File: src/power_runtime_pkg.sv
// Constants for the power-control runtime register bank and riser logic
package power_runtime_pkg;

  // ----------------------------------------------------------------
  // Register indices (byte address is four times the index)
  // ----------------------------------------------------------------
  localparam logic [5:0] IDX_WAKE_EVENT_STATUS = 6'h00;
  localparam logic [5:0] IDX_WAKE_EVENT_ENABLE = 6'h04;
  localparam logic [5:0] IDX_WAKE_SRC_STATUS_C = 6'h08;
  localparam logic [5:0] IDX_WAKE_SRC_STATUS_B = 6'h09;
  localparam logic [5:0] IDX_WAKE_SRC_STATUS_A = 6'h0a;
  localparam logic [5:0] IDX_WAKE_SRC_ENABLE_C = 6'h0c;
  localparam logic [5:0] IDX_WAKE_SRC_ENABLE_B = 6'h0d;
  localparam logic [5:0] IDX_WAKE_SRC_ENABLE_A = 6'h0e;
  localparam logic [5:0] IDX_LAMP_CONTROL = 6'h10;
  localparam logic [5:0] IDX_KEYBOARD_SCAN_CODE = 6'h11;
  localparam logic [5:0] IDX_FAN_ONE_LOW = 6'h12;
  localparam logic [5:0] IDX_FAN_ONE_HIGH = 6'h13;
  localparam logic [5:0] IDX_FAN_TWO_LOW = 6'h14;
  localparam logic [5:0] IDX_FAN_TWO_HIGH = 6'h15;
  localparam logic [5:0] IDX_WAKE_OUTPUT_CONTROL = 6'h16;
  localparam logic [5:0] IDX_MISC_STATUS = 6'h17;
  localparam logic [5:0] IDX_FORCED_MEDIA_CHANGE = 6'h18;
  localparam logic [5:0] IDX_DISKETTE_RATE_SHADOW = 6'h19;
  localparam logic [5:0] IDX_SERIAL_ONE_SHADOW = 6'h1a;
  localparam logic [5:0] IDX_IRQ_GENERATE_ONE = 6'h1b;
  localparam logic [5:0] IDX_IRQ_GENERATE_TWO = 6'h1c;
  localparam logic [5:0] IDX_SERIAL_TWO_SHADOW = 6'h1d;
  localparam logic [5:0] IDX_SHARED_PIN_CONFIG = 6'h20;
  localparam logic [5:0] IDX_LAST = 6'h20;

  // ----------------------------------------------------------------
  // Reset values
  // ----------------------------------------------------------------
  localparam logic [7:0] RST_ZERO = 8'h00;
  localparam logic [7:0] RST_LAMP = 8'h03;
  localparam logic [7:0] RST_WAKE_OUTPUT_CONTROL = 8'h80;
  localparam logic [7:0] RST_FORCED_MEDIA_CHANGE = 8'h01;
  localparam logic [7:0] RST_IRQ_GENERATE = 8'hff;
  localparam logic [4:0] RST_SHARED_PIN_CONFIG = 5'h00;

  // ----------------------------------------------------------------
  // Field positions
  // ----------------------------------------------------------------
  localparam int WAKE_FLAG_BIT = 0;
  localparam int WAKE_OUT_ENABLE_BIT = 0;
  localparam int PIN_MODE_LSB = 0;
  localparam int PIN_DATA_BIT = 2;
  localparam int PIN_INVERT_BIT = 3;
  localparam int PIN_OPEN_DRAIN_BIT = 4;

  // ----------------------------------------------------------------
  // Shared pin modes and bus answers
  // ----------------------------------------------------------------
  typedef enum logic [1:0] {
    PIN_FUNC_ENABLE = 2'h0,
    PIN_GPIO_OUTPUT = 2'h1,
    PIN_GPIO_INPUT = 2'h2,
    PIN_GPIO_INPUT_ALT = 2'h3
  } pin_mode_t;

  localparam logic [1:0] RESP_OKAY = 2'h0;
  localparam logic [1:0] RESP_DECERR = 2'h3;

endpackage

File: src/power_runtime_regs.sv
// Power-control runtime register bank with riser codec-down reset logic
`timescale 1ns/10ps
`default_nettype none

module power_runtime_regs #(
  parameter int ADDR_W = 32
) (
  // Clock and resets
  input wire logic CORE_CLK,
  input wire logic RESET,
  input wire logic STANDBY_POR,
  // Bank placement
  input wire logic [ADDR_W-1:0] BANK_BASE,
  input wire logic LOGICAL_DEVICE_SELECT_BIT,
  // AXI4-Lite write address
  input wire logic [ADDR_W-1:0] S_AXI_AWADDR,
  input wire logic S_AXI_AWVALID,
  output logic S_AXI_AWREADY,
  // AXI4-Lite write data
  input wire logic [31:0] S_AXI_WDATA,
  input wire logic [3:0] S_AXI_WSTRB,
  input wire logic S_AXI_WVALID,
  output logic S_AXI_WREADY,
  // AXI4-Lite write response
  output logic [1:0] S_AXI_BRESP,
  output logic S_AXI_BVALID,
  input wire logic S_AXI_BREADY,
  // AXI4-Lite read address
  input wire logic [ADDR_W-1:0] S_AXI_ARADDR,
  input wire logic S_AXI_ARVALID,
  output logic S_AXI_ARREADY,
  // AXI4-Lite read data
  output logic [31:0] S_AXI_RDATA,
  output logic [1:0] S_AXI_RRESP,
  output logic S_AXI_RVALID,
  input wire logic S_AXI_RREADY,
  // Wake sources, one-cycle event pulses per bit
  input wire logic [7:0] WAKE_SRC_A,
  input wire logic [7:0] WAKE_SRC_B,
  input wire logic [7:0] WAKE_SRC_C,
  // Values held elsewhere, shown read-only
  input wire logic [15:0] FAN_ONE_COUNT,
  input wire logic [15:0] FAN_TWO_COUNT,
  input wire logic [7:0] DISKETTE_RATE_IN,
  input wire logic [7:0] SERIAL_ONE_FIFO_CTRL_IN,
  input wire logic [7:0] SERIAL_TWO_FIFO_CTRL_IN,
  // Register contents used by the rest of the chip
  output logic [7:0] LAMP_CONTROL,
  output logic [7:0] KEYBOARD_WAKE_SCAN_CODE,
  output logic [7:0] WAKE_OUTPUT_CONTROL,
  output logic [7:0] FORCED_MEDIA_CHANGE,
  output logic [15:0] IRQ_GENERATE,
  // Wake signalling
  output logic WAKE_EVENT_OUTPUT_N,
  output logic IRQ,
  // Riser audio slot
  input wire logic AUDIO_LINK_RESET_IN,
  output logic CODEC_DOWN_RESET_OUT,
  // Shared GPIO / codec-down enable pin
  input wire logic SHARED_GPIO_PIN_IN,
  output logic SHARED_GPIO_PIN_OUT,
  output logic SHARED_GPIO_PIN_OE_N,
  output logic SHARED_GPIO_PIN_LEVEL
);

  // ----------------------------------------------------------------
  // Parameter check
  // ----------------------------------------------------------------
  // The decoder needs room for the 0x84-byte window
  if (ADDR_W < 8) begin : g_bad_width
    $error("ADDR_W must be at least 8");
  end

  // ----------------------------------------------------------------
  // Declarations
  // ----------------------------------------------------------------
  logic aw_held_q, w_held_q, bvalid_q, rvalid_q;
  logic [ADDR_W-1:0] awaddr_q;
  logic [7:0] wdata_q;
  logic wstrb_q;
  logic [1:0] bresp_q, rresp_q;
  logic [31:0] rdata_q;
  logic do_write, do_read;
  logic wr_hit, rd_hit;
  logic [5:0] wr_idx, rd_idx;
  logic [7:0] rd_byte;
  logic [7:0] wake_status_q, wake_enable_q;
  logic [7:0] src_status_a_q, src_status_b_q, src_status_c_q;
  logic [7:0] src_enable_a_q, src_enable_b_q, src_enable_c_q;
  logic [7:0] lamp_q, scan_q, wake_out_ctrl_q, misc_q;
  logic [15:0] fan_one_q, fan_two_q;
  logic [7:0] media_q, irq_gen_one_q, irq_gen_two_q;
  logic [4:0] pin_cfg_q;
  logic wake_set, wake_clr;
  logic [7:0] clr_a, clr_b, clr_c;
  logic enable_level;
  logic gpio_out_level;
  power_runtime_pkg::pin_mode_t pin_mode;

  // ----------------------------------------------------------------
  // Address decode
  // ----------------------------------------------------------------
  // Hit when the bank is selected and the word sits inside the window
  function automatic logic addr_hit(input logic [ADDR_W-1:0] addr,
                                    input logic [ADDR_W-1:0] base);
    logic [ADDR_W-1:0] off;
    off = addr - base;
    addr_hit = !LOGICAL_DEVICE_SELECT_BIT
      && (off[1:0] == 2'h0)
      && (off[ADDR_W-1:2] <= ADDR_W'(power_runtime_pkg::IDX_LAST));
  endfunction

  // Word index relative to the programmed base
  function automatic logic [5:0] addr_idx(input logic [ADDR_W-1:0] addr,
                                          input logic [ADDR_W-1:0] base);
    logic [ADDR_W-1:0] off;
    off = addr - base;
    addr_idx = off[7:2];
  endfunction

  // A process, so the select bit read inside the function retriggers it
  always_comb begin
    wr_hit = addr_hit(awaddr_q, BANK_BASE);
    wr_idx = addr_idx(awaddr_q, BANK_BASE);
    rd_hit = addr_hit(S_AXI_ARADDR, BANK_BASE);
    rd_idx = addr_idx(S_AXI_ARADDR, BANK_BASE);
  end

  // ----------------------------------------------------------------
  // AXI4-Lite write channels
  // ----------------------------------------------------------------
  // Address and data are taken in either order; the write happens once
  // both are held and no response is pending.
  assign S_AXI_AWREADY = !aw_held_q;
  assign S_AXI_WREADY = !w_held_q;
  assign do_write = aw_held_q && w_held_q && !bvalid_q;
  assign S_AXI_BVALID = bvalid_q;
  assign S_AXI_BRESP = bresp_q;

  // Write handshake state
  always_ff @(posedge CORE_CLK) begin
    if (RESET) begin
      aw_held_q <= 1'b0;
      w_held_q <= 1'b0;
      bvalid_q <= 1'b0;
      bresp_q <= power_runtime_pkg::RESP_OKAY;
      awaddr_q <= '0;
      wdata_q <= 8'h00;
      wstrb_q <= 1'b0;
    end else begin
      if (S_AXI_AWVALID && !aw_held_q) begin
        aw_held_q <= 1'b1;
        awaddr_q <= S_AXI_AWADDR;
      end
      if (S_AXI_WVALID && !w_held_q) begin
        w_held_q <= 1'b1;
        wdata_q <= S_AXI_WDATA[7:0]; // Upper lanes have no storage
        wstrb_q <= S_AXI_WSTRB[0];
      end
      if (do_write) begin
        aw_held_q <= 1'b0;
        w_held_q <= 1'b0;
        bvalid_q <= 1'b1;
        bresp_q <= wr_hit ? power_runtime_pkg::RESP_OKAY
                          : power_runtime_pkg::RESP_DECERR;
      end else if (bvalid_q && S_AXI_BREADY) begin
        bvalid_q <= 1'b0;
      end
    end
  end

  // Byte write enable for one register index
  function automatic logic wr_en(input logic [5:0] idx);
    wr_en = do_write && wr_hit && wstrb_q && (wr_idx == idx);
  endfunction

  // ----------------------------------------------------------------
  // AXI4-Lite read channels
  // ----------------------------------------------------------------
  assign S_AXI_ARREADY = !rvalid_q;
  assign do_read = S_AXI_ARVALID && !rvalid_q;
  assign S_AXI_RVALID = rvalid_q;
  assign S_AXI_RDATA = rdata_q;
  assign S_AXI_RRESP = rresp_q;

  // Read mux; reserved offsets fall to the default and read zero
  always_comb begin
    case (rd_idx)
      power_runtime_pkg::IDX_WAKE_EVENT_STATUS: rd_byte = wake_status_q;
      power_runtime_pkg::IDX_WAKE_EVENT_ENABLE: rd_byte = wake_enable_q;
      power_runtime_pkg::IDX_WAKE_SRC_STATUS_C: rd_byte = src_status_c_q;
      power_runtime_pkg::IDX_WAKE_SRC_STATUS_B: rd_byte = src_status_b_q;
      power_runtime_pkg::IDX_WAKE_SRC_STATUS_A: rd_byte = src_status_a_q;
      power_runtime_pkg::IDX_WAKE_SRC_ENABLE_C: rd_byte = src_enable_c_q;
      power_runtime_pkg::IDX_WAKE_SRC_ENABLE_B: rd_byte = src_enable_b_q;
      power_runtime_pkg::IDX_WAKE_SRC_ENABLE_A: rd_byte = src_enable_a_q;
      power_runtime_pkg::IDX_LAMP_CONTROL: rd_byte = lamp_q;
      power_runtime_pkg::IDX_KEYBOARD_SCAN_CODE: rd_byte = scan_q;
      power_runtime_pkg::IDX_FAN_ONE_LOW: rd_byte = fan_one_q[7:0];
      power_runtime_pkg::IDX_FAN_ONE_HIGH: rd_byte = fan_one_q[15:8];
      power_runtime_pkg::IDX_FAN_TWO_LOW: rd_byte = fan_two_q[7:0];
      power_runtime_pkg::IDX_FAN_TWO_HIGH: rd_byte = fan_two_q[15:8];
      power_runtime_pkg::IDX_WAKE_OUTPUT_CONTROL: rd_byte = wake_out_ctrl_q;
      power_runtime_pkg::IDX_MISC_STATUS: rd_byte = misc_q;
      power_runtime_pkg::IDX_FORCED_MEDIA_CHANGE: rd_byte = media_q;
      power_runtime_pkg::IDX_DISKETTE_RATE_SHADOW:
        rd_byte = DISKETTE_RATE_IN;
      power_runtime_pkg::IDX_SERIAL_ONE_SHADOW:
        rd_byte = SERIAL_ONE_FIFO_CTRL_IN;
      power_runtime_pkg::IDX_IRQ_GENERATE_ONE: rd_byte = irq_gen_one_q;
      power_runtime_pkg::IDX_IRQ_GENERATE_TWO: rd_byte = irq_gen_two_q;
      power_runtime_pkg::IDX_SERIAL_TWO_SHADOW:
        rd_byte = SERIAL_TWO_FIFO_CTRL_IN;
      power_runtime_pkg::IDX_SHARED_PIN_CONFIG: rd_byte = {3'h0, pin_cfg_q};
      default: rd_byte = 8'h00;
    endcase
  end

  // Read answer one cycle after the address is taken
  always_ff @(posedge CORE_CLK) begin
    if (RESET) begin
      rvalid_q <= 1'b0;
      rdata_q <= 32'h0000_0000;
      rresp_q <= power_runtime_pkg::RESP_OKAY;
    end else if (do_read) begin
      rvalid_q <= 1'b1;
      rdata_q <= rd_hit ? {24'h00_0000, rd_byte} : 32'h0000_0000;
      rresp_q <= rd_hit ? power_runtime_pkg::RESP_OKAY
                        : power_runtime_pkg::RESP_DECERR;
    end else if (rvalid_q && S_AXI_RREADY) begin
      rvalid_q <= 1'b0;
    end
  end

  // ----------------------------------------------------------------
  // Wake event status (standby domain)
  // ----------------------------------------------------------------
  // Clears are written ones; a new event in the same cycle wins
  always_comb begin
    clr_a = wr_en(power_runtime_pkg::IDX_WAKE_SRC_STATUS_A) ? wdata_q : 8'h00;
    clr_b = wr_en(power_runtime_pkg::IDX_WAKE_SRC_STATUS_B) ? wdata_q : 8'h00;
    clr_c = wr_en(power_runtime_pkg::IDX_WAKE_SRC_STATUS_C) ? wdata_q : 8'h00;
    wake_clr = wr_en(power_runtime_pkg::IDX_WAKE_EVENT_STATUS)
            && wdata_q[power_runtime_pkg::WAKE_FLAG_BIT];
  end
  // Flag sets for any enabled source event, whatever the output enable
  assign wake_set = |(WAKE_SRC_A & src_enable_a_q)
                 || |(WAKE_SRC_B & src_enable_b_q)
                 || |(WAKE_SRC_C & src_enable_c_q);

  // Sticky per-source status and summary flag
  always_ff @(posedge CORE_CLK) begin
    if (STANDBY_POR) begin
      src_status_a_q <= power_runtime_pkg::RST_ZERO;
      src_status_b_q <= power_runtime_pkg::RST_ZERO;
      src_status_c_q <= power_runtime_pkg::RST_ZERO;
      wake_status_q <= power_runtime_pkg::RST_ZERO;
    end else begin
      src_status_a_q <= (src_status_a_q & ~clr_a) | WAKE_SRC_A;
      src_status_b_q <= (src_status_b_q & ~clr_b) | WAKE_SRC_B;
      src_status_c_q <= (src_status_c_q & ~clr_c) | WAKE_SRC_C;
      wake_status_q[power_runtime_pkg::WAKE_FLAG_BIT] <=
        (wake_status_q[power_runtime_pkg::WAKE_FLAG_BIT] && !wake_clr)
        || wake_set;
      wake_status_q[7:1] <= 7'h00;
    end
  end

  // ----------------------------------------------------------------
  // Standby-held control registers
  // ----------------------------------------------------------------
  // Only standby power-on reset touches these; bus reset does not
  always_ff @(posedge CORE_CLK) begin
    if (STANDBY_POR) begin
      wake_enable_q <= power_runtime_pkg::RST_ZERO;
      src_enable_a_q <= power_runtime_pkg::RST_ZERO;
      src_enable_b_q <= power_runtime_pkg::RST_ZERO;
      src_enable_c_q <= power_runtime_pkg::RST_ZERO;
      lamp_q <= power_runtime_pkg::RST_LAMP;
      scan_q <= power_runtime_pkg::RST_ZERO;
      wake_out_ctrl_q <= power_runtime_pkg::RST_WAKE_OUTPUT_CONTROL;
      misc_q <= power_runtime_pkg::RST_ZERO;
      pin_cfg_q <= power_runtime_pkg::RST_SHARED_PIN_CONFIG;
    end else begin
      if (wr_en(power_runtime_pkg::IDX_WAKE_EVENT_ENABLE))
        wake_enable_q <= {7'h00, wdata_q[0]};
      if (wr_en(power_runtime_pkg::IDX_WAKE_SRC_ENABLE_A))
        src_enable_a_q <= wdata_q;
      if (wr_en(power_runtime_pkg::IDX_WAKE_SRC_ENABLE_B))
        src_enable_b_q <= wdata_q;
      if (wr_en(power_runtime_pkg::IDX_WAKE_SRC_ENABLE_C))
        src_enable_c_q <= wdata_q;
      if (wr_en(power_runtime_pkg::IDX_LAMP_CONTROL))
        lamp_q <= wdata_q;
      if (wr_en(power_runtime_pkg::IDX_KEYBOARD_SCAN_CODE))
        scan_q <= wdata_q;
      if (wr_en(power_runtime_pkg::IDX_WAKE_OUTPUT_CONTROL))
        wake_out_ctrl_q <= wdata_q;
      if (wr_en(power_runtime_pkg::IDX_MISC_STATUS))
        misc_q <= wdata_q;
      if (wr_en(power_runtime_pkg::IDX_SHARED_PIN_CONFIG))
        pin_cfg_q <= wdata_q[4:0];
    end
  end

  // Fan counts are sampled every cycle; software writes are dropped
  always_ff @(posedge CORE_CLK) begin
    if (STANDBY_POR) begin
      fan_one_q <= 16'h0000;
      fan_two_q <= 16'h0000;
    end else begin
      fan_one_q <= FAN_ONE_COUNT;
      fan_two_q <= FAN_TWO_COUNT;
    end
  end

  // ----------------------------------------------------------------
  // Main-supply registers
  // ----------------------------------------------------------------
  // Bus reset doubles as main-supply power-on reset for these
  always_ff @(posedge CORE_CLK) begin
    if (RESET) begin
      media_q <= power_runtime_pkg::RST_FORCED_MEDIA_CHANGE;
      irq_gen_one_q <= power_runtime_pkg::RST_IRQ_GENERATE;
      irq_gen_two_q <= power_runtime_pkg::RST_IRQ_GENERATE;
    end else begin
      if (wr_en(power_runtime_pkg::IDX_FORCED_MEDIA_CHANGE))
        media_q <= wdata_q;
      if (wr_en(power_runtime_pkg::IDX_IRQ_GENERATE_ONE))
        irq_gen_one_q <= wdata_q;
      if (wr_en(power_runtime_pkg::IDX_IRQ_GENERATE_TWO))
        irq_gen_two_q <= wdata_q;
    end
  end

  assign LAMP_CONTROL = lamp_q;
  assign KEYBOARD_WAKE_SCAN_CODE = scan_q;
  assign WAKE_OUTPUT_CONTROL = wake_out_ctrl_q;
  assign FORCED_MEDIA_CHANGE = media_q;
  assign IRQ_GENERATE = {irq_gen_two_q, irq_gen_one_q};

  // ----------------------------------------------------------------
  // Wake output and interrupt
  // ----------------------------------------------------------------
  // Clearing the flag releases the output at once
  assign IRQ = wake_status_q[power_runtime_pkg::WAKE_FLAG_BIT]
            && wake_enable_q[power_runtime_pkg::WAKE_OUT_ENABLE_BIT];
  assign WAKE_EVENT_OUTPUT_N = !IRQ;

  // ----------------------------------------------------------------
  // Shared pin and riser codec-down reset
  // ----------------------------------------------------------------
  assign pin_mode = power_runtime_pkg::pin_mode_t'(pin_cfg_q[1:0]);
  assign gpio_out_level = pin_cfg_q[power_runtime_pkg::PIN_DATA_BIT]
                        ^ pin_cfg_q[power_runtime_pkg::PIN_INVERT_BIT];

  // Enable seen by the riser logic for each pin mode
  always_comb begin
    case (pin_mode)
      power_runtime_pkg::PIN_FUNC_ENABLE:
        enable_level = SHARED_GPIO_PIN_IN;
      power_runtime_pkg::PIN_GPIO_OUTPUT:
        enable_level = gpio_out_level;
      default:
        enable_level = 1'b1;
    endcase
  end

  assign CODEC_DOWN_RESET_OUT = AUDIO_LINK_RESET_IN && !enable_level;

  // Pin driver: push-pull drives both levels, open drain only pulls low
  assign SHARED_GPIO_PIN_OUT = gpio_out_level;
  assign SHARED_GPIO_PIN_OE_N = (pin_mode != power_runtime_pkg::PIN_GPIO_OUTPUT)
    || (pin_cfg_q[power_runtime_pkg::PIN_OPEN_DRAIN_BIT]
        && gpio_out_level);

  // General input view of the pin, with the inversion applied
  assign SHARED_GPIO_PIN_LEVEL = SHARED_GPIO_PIN_IN
    ^ pin_cfg_q[power_runtime_pkg::PIN_INVERT_BIT];

endmodule

`default_nettype wire

File: config.mk
export PLATFORM = sky130hd
export DESIGN_NAME = power_runtime_regs
export DESIGN_NICKNAME = d
export VERILOG_FILES = /design/src/power_runtime_pkg.sv /design/src/power_runtime_regs.sv
export SDC_FILE = /design/constraint.sdc
export NUM_CORES = 1
export LEC_CHECK = 0
export ABC_CLOCK_PERIOD_IN_PS = 7400
export BUFFER_PORTS_ARGS = -buffer_cell sky130_fd_sc_hd__clkbuf_2
export CORE_MARGIN = 1
export CORE_UTILIZATION = 60
export DETAILED_ROUTE_END_ITERATION = 6
export GPL_ROUTABILITY_DRIVEN = 0
export HOLD_SLACK_MARGIN = 0.12
export MAX_ROUTING_LAYER = met4
export PLACE_DENSITY = 0.9
export RECOVER_POWER = 25
export SETUP_SLACK_MARGIN = 0.3
export SYNTH_ARGS = -nofsm -noshare
export SYNTH_HDL_FRONTEND = slang
export SYNTH_SLANG_ARGS = --single-unit
export TNS_END_PERCENT = 20
File: constraint.sdc
create_clock -name CORE_CLK -period 7.4 [get_ports CORE_CLK]
set_input_delay 0.37 -clock CORE_CLK [delete_from_list [all_inputs] [get_ports CORE_CLK]]
set_output_delay 0.37 -clock CORE_CLK [all_outputs]
set_load 0.02 [all_outputs]
# [After elaboration in Yosys (flattened, before gate mapping)]
# Index checks and enable logic that the tools add are counted.
[word_totals] wordCells=155 inputBits=223 reg_bits=231
[op_classes] n_addsub=2 bitwise=14 magnitude_cmp=2 n_eq_ne=39 mux=12 n_reduce_logical=57
[ops] operator="$pmux W8 S23" n=1
[ops] operator="$eq A6 B5 Y1 const B" n=21
[ops] operator="$eq A6 B4 Y1 const B" n=12
[ops] operator="$sub A32 B32 Y32" n=2
[ops] operator="$le A30 B6 Y1 const B" n=2
[ops] operator="$and A8 B8 Y8" n=6
[ops] operator="$logic_and A1 B1 Y1" n=34
[ops] operator="$mux W8" n=4
[ops] operator="$not A8 Y8" n=3
[ops] operator="$or A8 B8 Y8" n=3
[ops] operator="$reduce_or A8 Y1" n=3
[ops] operator="$eq A6 B3 Y1 const B" n=2
[ops] operator="$eq A6 B6 Y1 const B" n=2
[ops] operator="$logic_not A6 Y1" n=2
[ops] operator="$logic_not A1 Y1" n=8
[ops] operator="$logic_not A2 Y1" n=3
[ops] operator="$logic_or A1 B1 Y1" n=4
[ops] operator="$mux W1" n=4
[ops] operator="$mux W2" n=2
[ops] operator="$reduce_bool A2 Y1" n=2
[ops] operator="$eq A2 B1 Y1 const B" n=1
[ops] operator="$ne A2 B1 Y1 const B" n=1
[ops] operator="$pmux W1 S2" n=1
[ops] operator="$reduce_or A2 Y1" n=1
[ops] operator="$xor A1 B1 Y1" n=2

# [Logic depth before layout (Yosys ltp)]
[logic_depth] depth_word=11 mapped_depth=15

# [Worst setup path before layout]
# No wires, ideal clock.
[synth_path] path_kind="input-to-reg" startpoint="input port BANK_BASE[6]" endpoint="register src_enable_a_q[1]" path_buffers=2 arrival_time_ps=3663 t_required_ps=7328 path_slack_ps=3665 path_stages=13 setup_time_ps=72 path_cell_list="inv_1 ha_1 clkbuf_1 nor3_1 or3_1 a31oi_1 o31ai_1 mux2i_1 or3_1 or4_1 buf_2 nor4_4 mux2i_1"
[synth_via] elab_chain_len=6
[synth_rtl] element="start, declared" line_no="power_runtime_regs.sv:13" rtl="input wire logic [ADDR_W-1:0] BANK_BASE,"
[synth_rtl] element="$sub A32 B32 Y32 (*)" line_no="power_runtime_regs.sv:117" rtl="off = addr - base;"
[synth_rtl] element="$le A30 B6 Y1" line_no="power_runtime_regs.sv:110" rtl="&& (off[ADDR_W-1:2] <= ADDR_W'(power_runtime_pkg::IDX_LAST));"
[synth_rtl] element="$logic_and A1 B1 Y1" line_no="power_runtime_regs.sv:110"
[synth_rtl] element="$logic_and A1 B1 Y1 (2 in series)" line_no="power_runtime_regs.sv:174" rtl="wr_en = do_write && wr_hit && wstrb_q && (wr_idx == idx);"
[synth_rtl] element="$logic_and A1 B1 Y1 (*)" line_no="power_runtime_regs.sv:174"
[synth_rtl] element="end signal, assigned" line_no="power_runtime_regs.sv:276" rtl="src_enable_a_q <= power_runtime_pkg::RST_ZERO;"
[synth_rtl] element="end signal, assigned" line_no="power_runtime_regs.sv:288" rtl="src_enable_a_q <= wdata_q;"
[synth_rtl] element="end, declared" line_no="power_runtime_regs.sv:89" rtl="logic [7:0] src_enable_a_q, src_enable_b_q, src_enable_c_q;"
# Every way passes the cells marked *; elsewhere a longest branch is shown, timed or not.
# A chain may end at the register's enable or synchronous reset.

# [Worst setup path after layout]
[layout_path] startpoint="register awaddr_q[16]" endpoint="register lamp_q[3], in the netlist LAMP_CONTROL[3]"
[layout_via] elab_chain_len=6
[layout_rtl] element="start, declared" line_no="power_runtime_regs.sv:78" rtl="logic [ADDR_W-1:0] awaddr_q;"
[layout_rtl] element="start signal, assigned" line_no="power_runtime_regs.sv:147" rtl="awaddr_q <= '0;"
[layout_rtl] element="start signal, assigned" line_no="power_runtime_regs.sv:153" rtl="awaddr_q <= S_AXI_AWADDR;"
[layout_rtl] element="$sub A32 B32 Y32"
[layout_rtl] element="$le A30 B6 Y1" line_no="power_runtime_regs.sv:110"
[layout_rtl] element="$logic_and A1 B1 Y1" line_no="power_runtime_regs.sv:110"
[layout_rtl] element="$logic_and A1 B1 Y1 (3 in series)" line_no="power_runtime_regs.sv:174"
[layout_rtl] element="end signal, assigned" line_no="power_runtime_regs.sv:279" rtl="lamp_q <= power_runtime_pkg::RST_LAMP;"
[layout_rtl] element="end signal, assigned" line_no="power_runtime_regs.sv:294" rtl="lamp_q <= wdata_q;"
[layout_rtl] element="end, declared" line_no="power_runtime_regs.sv:90" rtl="logic [7:0] lamp_q, scan_q, wake_out_ctrl_q, misc_q;"
# Every way passes these cells.

==> out/metrics.yaml <==
sta:
  finalHoldViolations: 0
  rsz0062_at_grt: "false"
  slew_headroom_pct: -181
  final_worst_path_period_need_ps: 5040
  max_slew_violation_count: 228
  achievable-frequency_ghz: 0.198
  setup_violations: 0
  post-route-period-util_pct: 68.1
  setup_tns_ps: 0
  worst_slew_pin_slew_ps: 4220
  final.setup_skew_ps: 18.8
yosys:
  number_of_flops_mapped_to_enable_cells_by_yosys: 0
  synth.area.top_cells: "sky130_fd_sc_hd__dfxtp_1 (29%), sky130_fd_sc_hd__mux2i_1 (6.7%), sky130_fd_sc_hd__ha_1 (5.6%), sky130_fd_sc_hd__nand2_1 (4.8%), sky130_fd_sc_hd__a21oi_1 (4.5%)"
  netlist.area_leader.share_pct: 28.8
  synth_sequential_area_ratio_pct: 28.8
  yosys.cell_types.count: 91
  dominantRegCellSynth: "sky130_fd_sc_hd__dfxtp_1"
  ys_ff_latch: 198
  netlist_area_sq_um: 13800
  proportion_of_register_bits_with_asynchronous_set_or_reset_after_synthesis_pct: 0
  synthCells: 1704
  ys.warnings.count: 0
  synth.avg_cell_area_sq_um: 8.08
  synth_area_leader_cell: "sky130_fd_sc_hd__dfxtp_1"
layout:
  area_delta_synth_final_pct: 14.2
  final_cells: 2207
  post_route_cells_drive_above_1_share_pct: 16.7
  most-common-layout-cells: "sky130_fd_sc_hd__clkbuf_2 (242), sky130_fd_sc_hd__dfxtp_1 (198), sky130_fd_sc_hd__nand2_1 (176)"
  design_area_sq_um: 15700
  commonest_non_fill_non_tap_cell_in_the_layout: "sky130_fd_sc_hd__clkbuf_2"
  final_nets: 2194
  largest-register: "awaddr_q"
  largest_reg_flops: 32
  largest_registers: "awaddr_q (32), fan_one_q (16), fan_two_q (16)"
power:
  power_per_cell_area_nw_per_um2: 184
  power.static_leakage_nw: 7.06
  irDropWorstVdd_uv: 127
routing:
  count_of_unresolved_drc_violations_after_routing: 6
  ant_nets: 0
  drt_iter0_markers: 2249
  dr_total_vias: 15300
  routedWlPerCell_microns: 22.4
  avgViaCountPerCell: 6.94
  drtPass1Iterations: 7
  drt_wl_total_microns: 49500
placement:
  i_o_buffers: 266
  placed_cells: 2171
  dpl_cell_area_sq_um: 15100
  detailed_place_hpwl_microns: 36300
clock_tree:
  tritoncts.num_buffers: 17
  cts_max_level: 4
  cts_resized: 0
  post_cts_buffers: 0
  cts.path.max_buffers: 2
  numClockSinks: 198
  tritoncts: "done"
  hold_buffers: 1
  clk_root_buffer_cell: "sky130_fd_sc_hd__clkbuf_16"
  clock_insertion_delay_worst_skew_ps: 460
  path_clk_slew_ps: 90
floorplan:
  die-width_microns: 153
  die_area_sq_um: 23600
  io-pin-count: 318
  placeableCoreArea_sq_um: 22600
  initial_core_util_pct: 61.0
  vert_die_dim_microns: 153
  std_cell_rows: 55
setup_path:
  endpoint_kind: "flop"
  critPathMaxStageDelay_ps: 980
  critical_path.max_fanout: 9
  crit_path_cell_trace: "ha_1 > a21oi_1 > o21ai_0 > a2bb2o_1 > a211oi_1 > o2111ai_1 > a2111oi_4 > nor3b_1 > nand4_1 > mux2i_1"
  cp-start-kind: "flop"
  worst-endpoint-required_ps: 7740
  critical-path-slowest-cell: "sky130_fd_sc_hd__nand4_1"
  r2r_slack_ps: 2360
  arrival_ps: 5380
  worst-setup-path-type: "reg2reg"
global_route:
  antenna_found_initial: 1
  grt_start_max_net_pins: 95
  grt_overflow: 0
  grt_pass1_wl_microns: 76200
  global_route.usage.total_pct: 42.5
  first_global_vias: 14500
worst_hold_path:
  hold_path.class: "in2reg"
status:
  status: "finished, violations left"
  violations_in_the_final_reports: "DRC, capacitance limit, slew limit"
run:
  max_cap_viol_count: 3
[power by group]
part | switching, W | internal [W]
Clock | 0.000548 | 0.000487
Sequential | 0.0000288 | 0.00110
Combinational | 0.000474 | 0.000260
[routing by layer]
metal	GRT usage (%)	vias up	share of wire (%)
met5	-	-	0
met4	30.5	0	8.3
met3	9.84	382	13
met2	65.9	1357	44
met1	48.1	6918	35
li1	-	6653	-
[cell families (layout without fill, tap and decap cells)]
family                     Yosys count  count (layout)  share of synthesized area [%]
buffers and inverters              194             388                           6.18
DFF                                198             198                           28.8
muxes                               92              92                           6.69
and+or+nand+nor                    627             627                           24.5
other                                1              25                         0.0272
AOI/OAI and AO/OA                  488             488                           25.4
xor gates and xnor gates            41              41                           2.66
adders and majority gates           63              63                           5.78
[area by class of cell]
| class | count | area, sq um |
|---|---|---|
| flip-flops and latches | 198 | 3960 |
| well taps | 285 | 357 |
| fillers | 1757 | 6850 |
| inverters | 76 | 285 |
| clock inverters | 15 | 233 |
| diodes | 1 | 2.50 |
| repair buffers | 280 | 1410 |
| multi-input cells | 1335 | 9050 |
| clock buffers | 17 | 425 |
[worst paths after layout]
check | endpoint | cells after the start | startpoint
hold / removal | fan_one_q[7]$_SDFF_PP0_ | 2 | FAN_ONE_COUNT[7]
setup / recovery | LAMP_CONTROL[3]$_SDFFE_PP0P_ | 10 | awaddr_q[16]$_SDFFE_PP0P_
setup reg to reg | LAMP_CONTROL[3]$_SDFFE_PP0P_ | 10 | awaddr_q[16]$_SDFFE_PP0P_
hold reg to reg | awaddr_q[0]$_SDFFE_PP0P_ | 2 | awaddr_q[0]$_SDFFE_PP0P_
[stage by stage]
step,util (%),power (W),hold WS [ps],setup WS [ps]
6_report,69.7,0.00290,116,2360
5_1_grt,69.7,0.00299,133,2360
4_1_cts,69.7,0.00285,121,2670
3_5_place_dp,66.8,0.00184,451,2570
3_3_place_gp,66.8,0.00181,447,2680
2_1_floorplan,-,0.00163,436,3660
[critical path: cells and delay by family (launching register included)]
kind                     cells  cell delay, ps
AO/OA/AOI/OAI                6            1780
multiplexers                 1             510
flip-flops                   1             330
adder cells (fa/ha/maj)      1             400
AND/OR/NAND/NOR              2            1890
[synthesized netlist by cell type (8+ instances only)]
master,count
sky130_fd_sc_hd__a211o_1,9
sky130_fd_sc_hd__a211oi_1,33
sky130_fd_sc_hd__a21boi_0,9
sky130_fd_sc_hd__a21o_1,16
sky130_fd_sc_hd__a21oi_1,123
sky130_fd_sc_hd__a221oi_1,27
sky130_fd_sc_hd__a22o_1,22
sky130_fd_sc_hd__a22oi_1,32
sky130_fd_sc_hd__a311oi_1,25
sky130_fd_sc_hd__a31oi_1,10
sky130_fd_sc_hd__a32o_1,8
sky130_fd_sc_hd__and2_1,10
sky130_fd_sc_hd__and3_1,15
sky130_fd_sc_hd__and4_1,20
sky130_fd_sc_hd__buf_4,26
sky130_fd_sc_hd__clkbuf_1,82
sky130_fd_sc_hd__dfxtp_1,198
sky130_fd_sc_hd__ha_1,62
sky130_fd_sc_hd__inv_1,76
sky130_fd_sc_hd__mux2i_1,92
sky130_fd_sc_hd__nand2_1,176
sky130_fd_sc_hd__nand2b_1,91
sky130_fd_sc_hd__nand3_1,20
sky130_fd_sc_hd__nand4_1,36
sky130_fd_sc_hd__nor2_1,110
sky130_fd_sc_hd__nor2b_1,43
sky130_fd_sc_hd__nor3_1,26
sky130_fd_sc_hd__nor4_1,17
sky130_fd_sc_hd__o211a_1,9
sky130_fd_sc_hd__o211ai_1,15
sky130_fd_sc_hd__o21a_1,17
sky130_fd_sc_hd__o21ai_0,51
sky130_fd_sc_hd__or3_1,12
sky130_fd_sc_hd__or4_1,9
sky130_fd_sc_hd__xnor2_1,20
sky130_fd_sc_hd__xor2_1,20
Note: power is estimated with default switching activity, not from simulation.
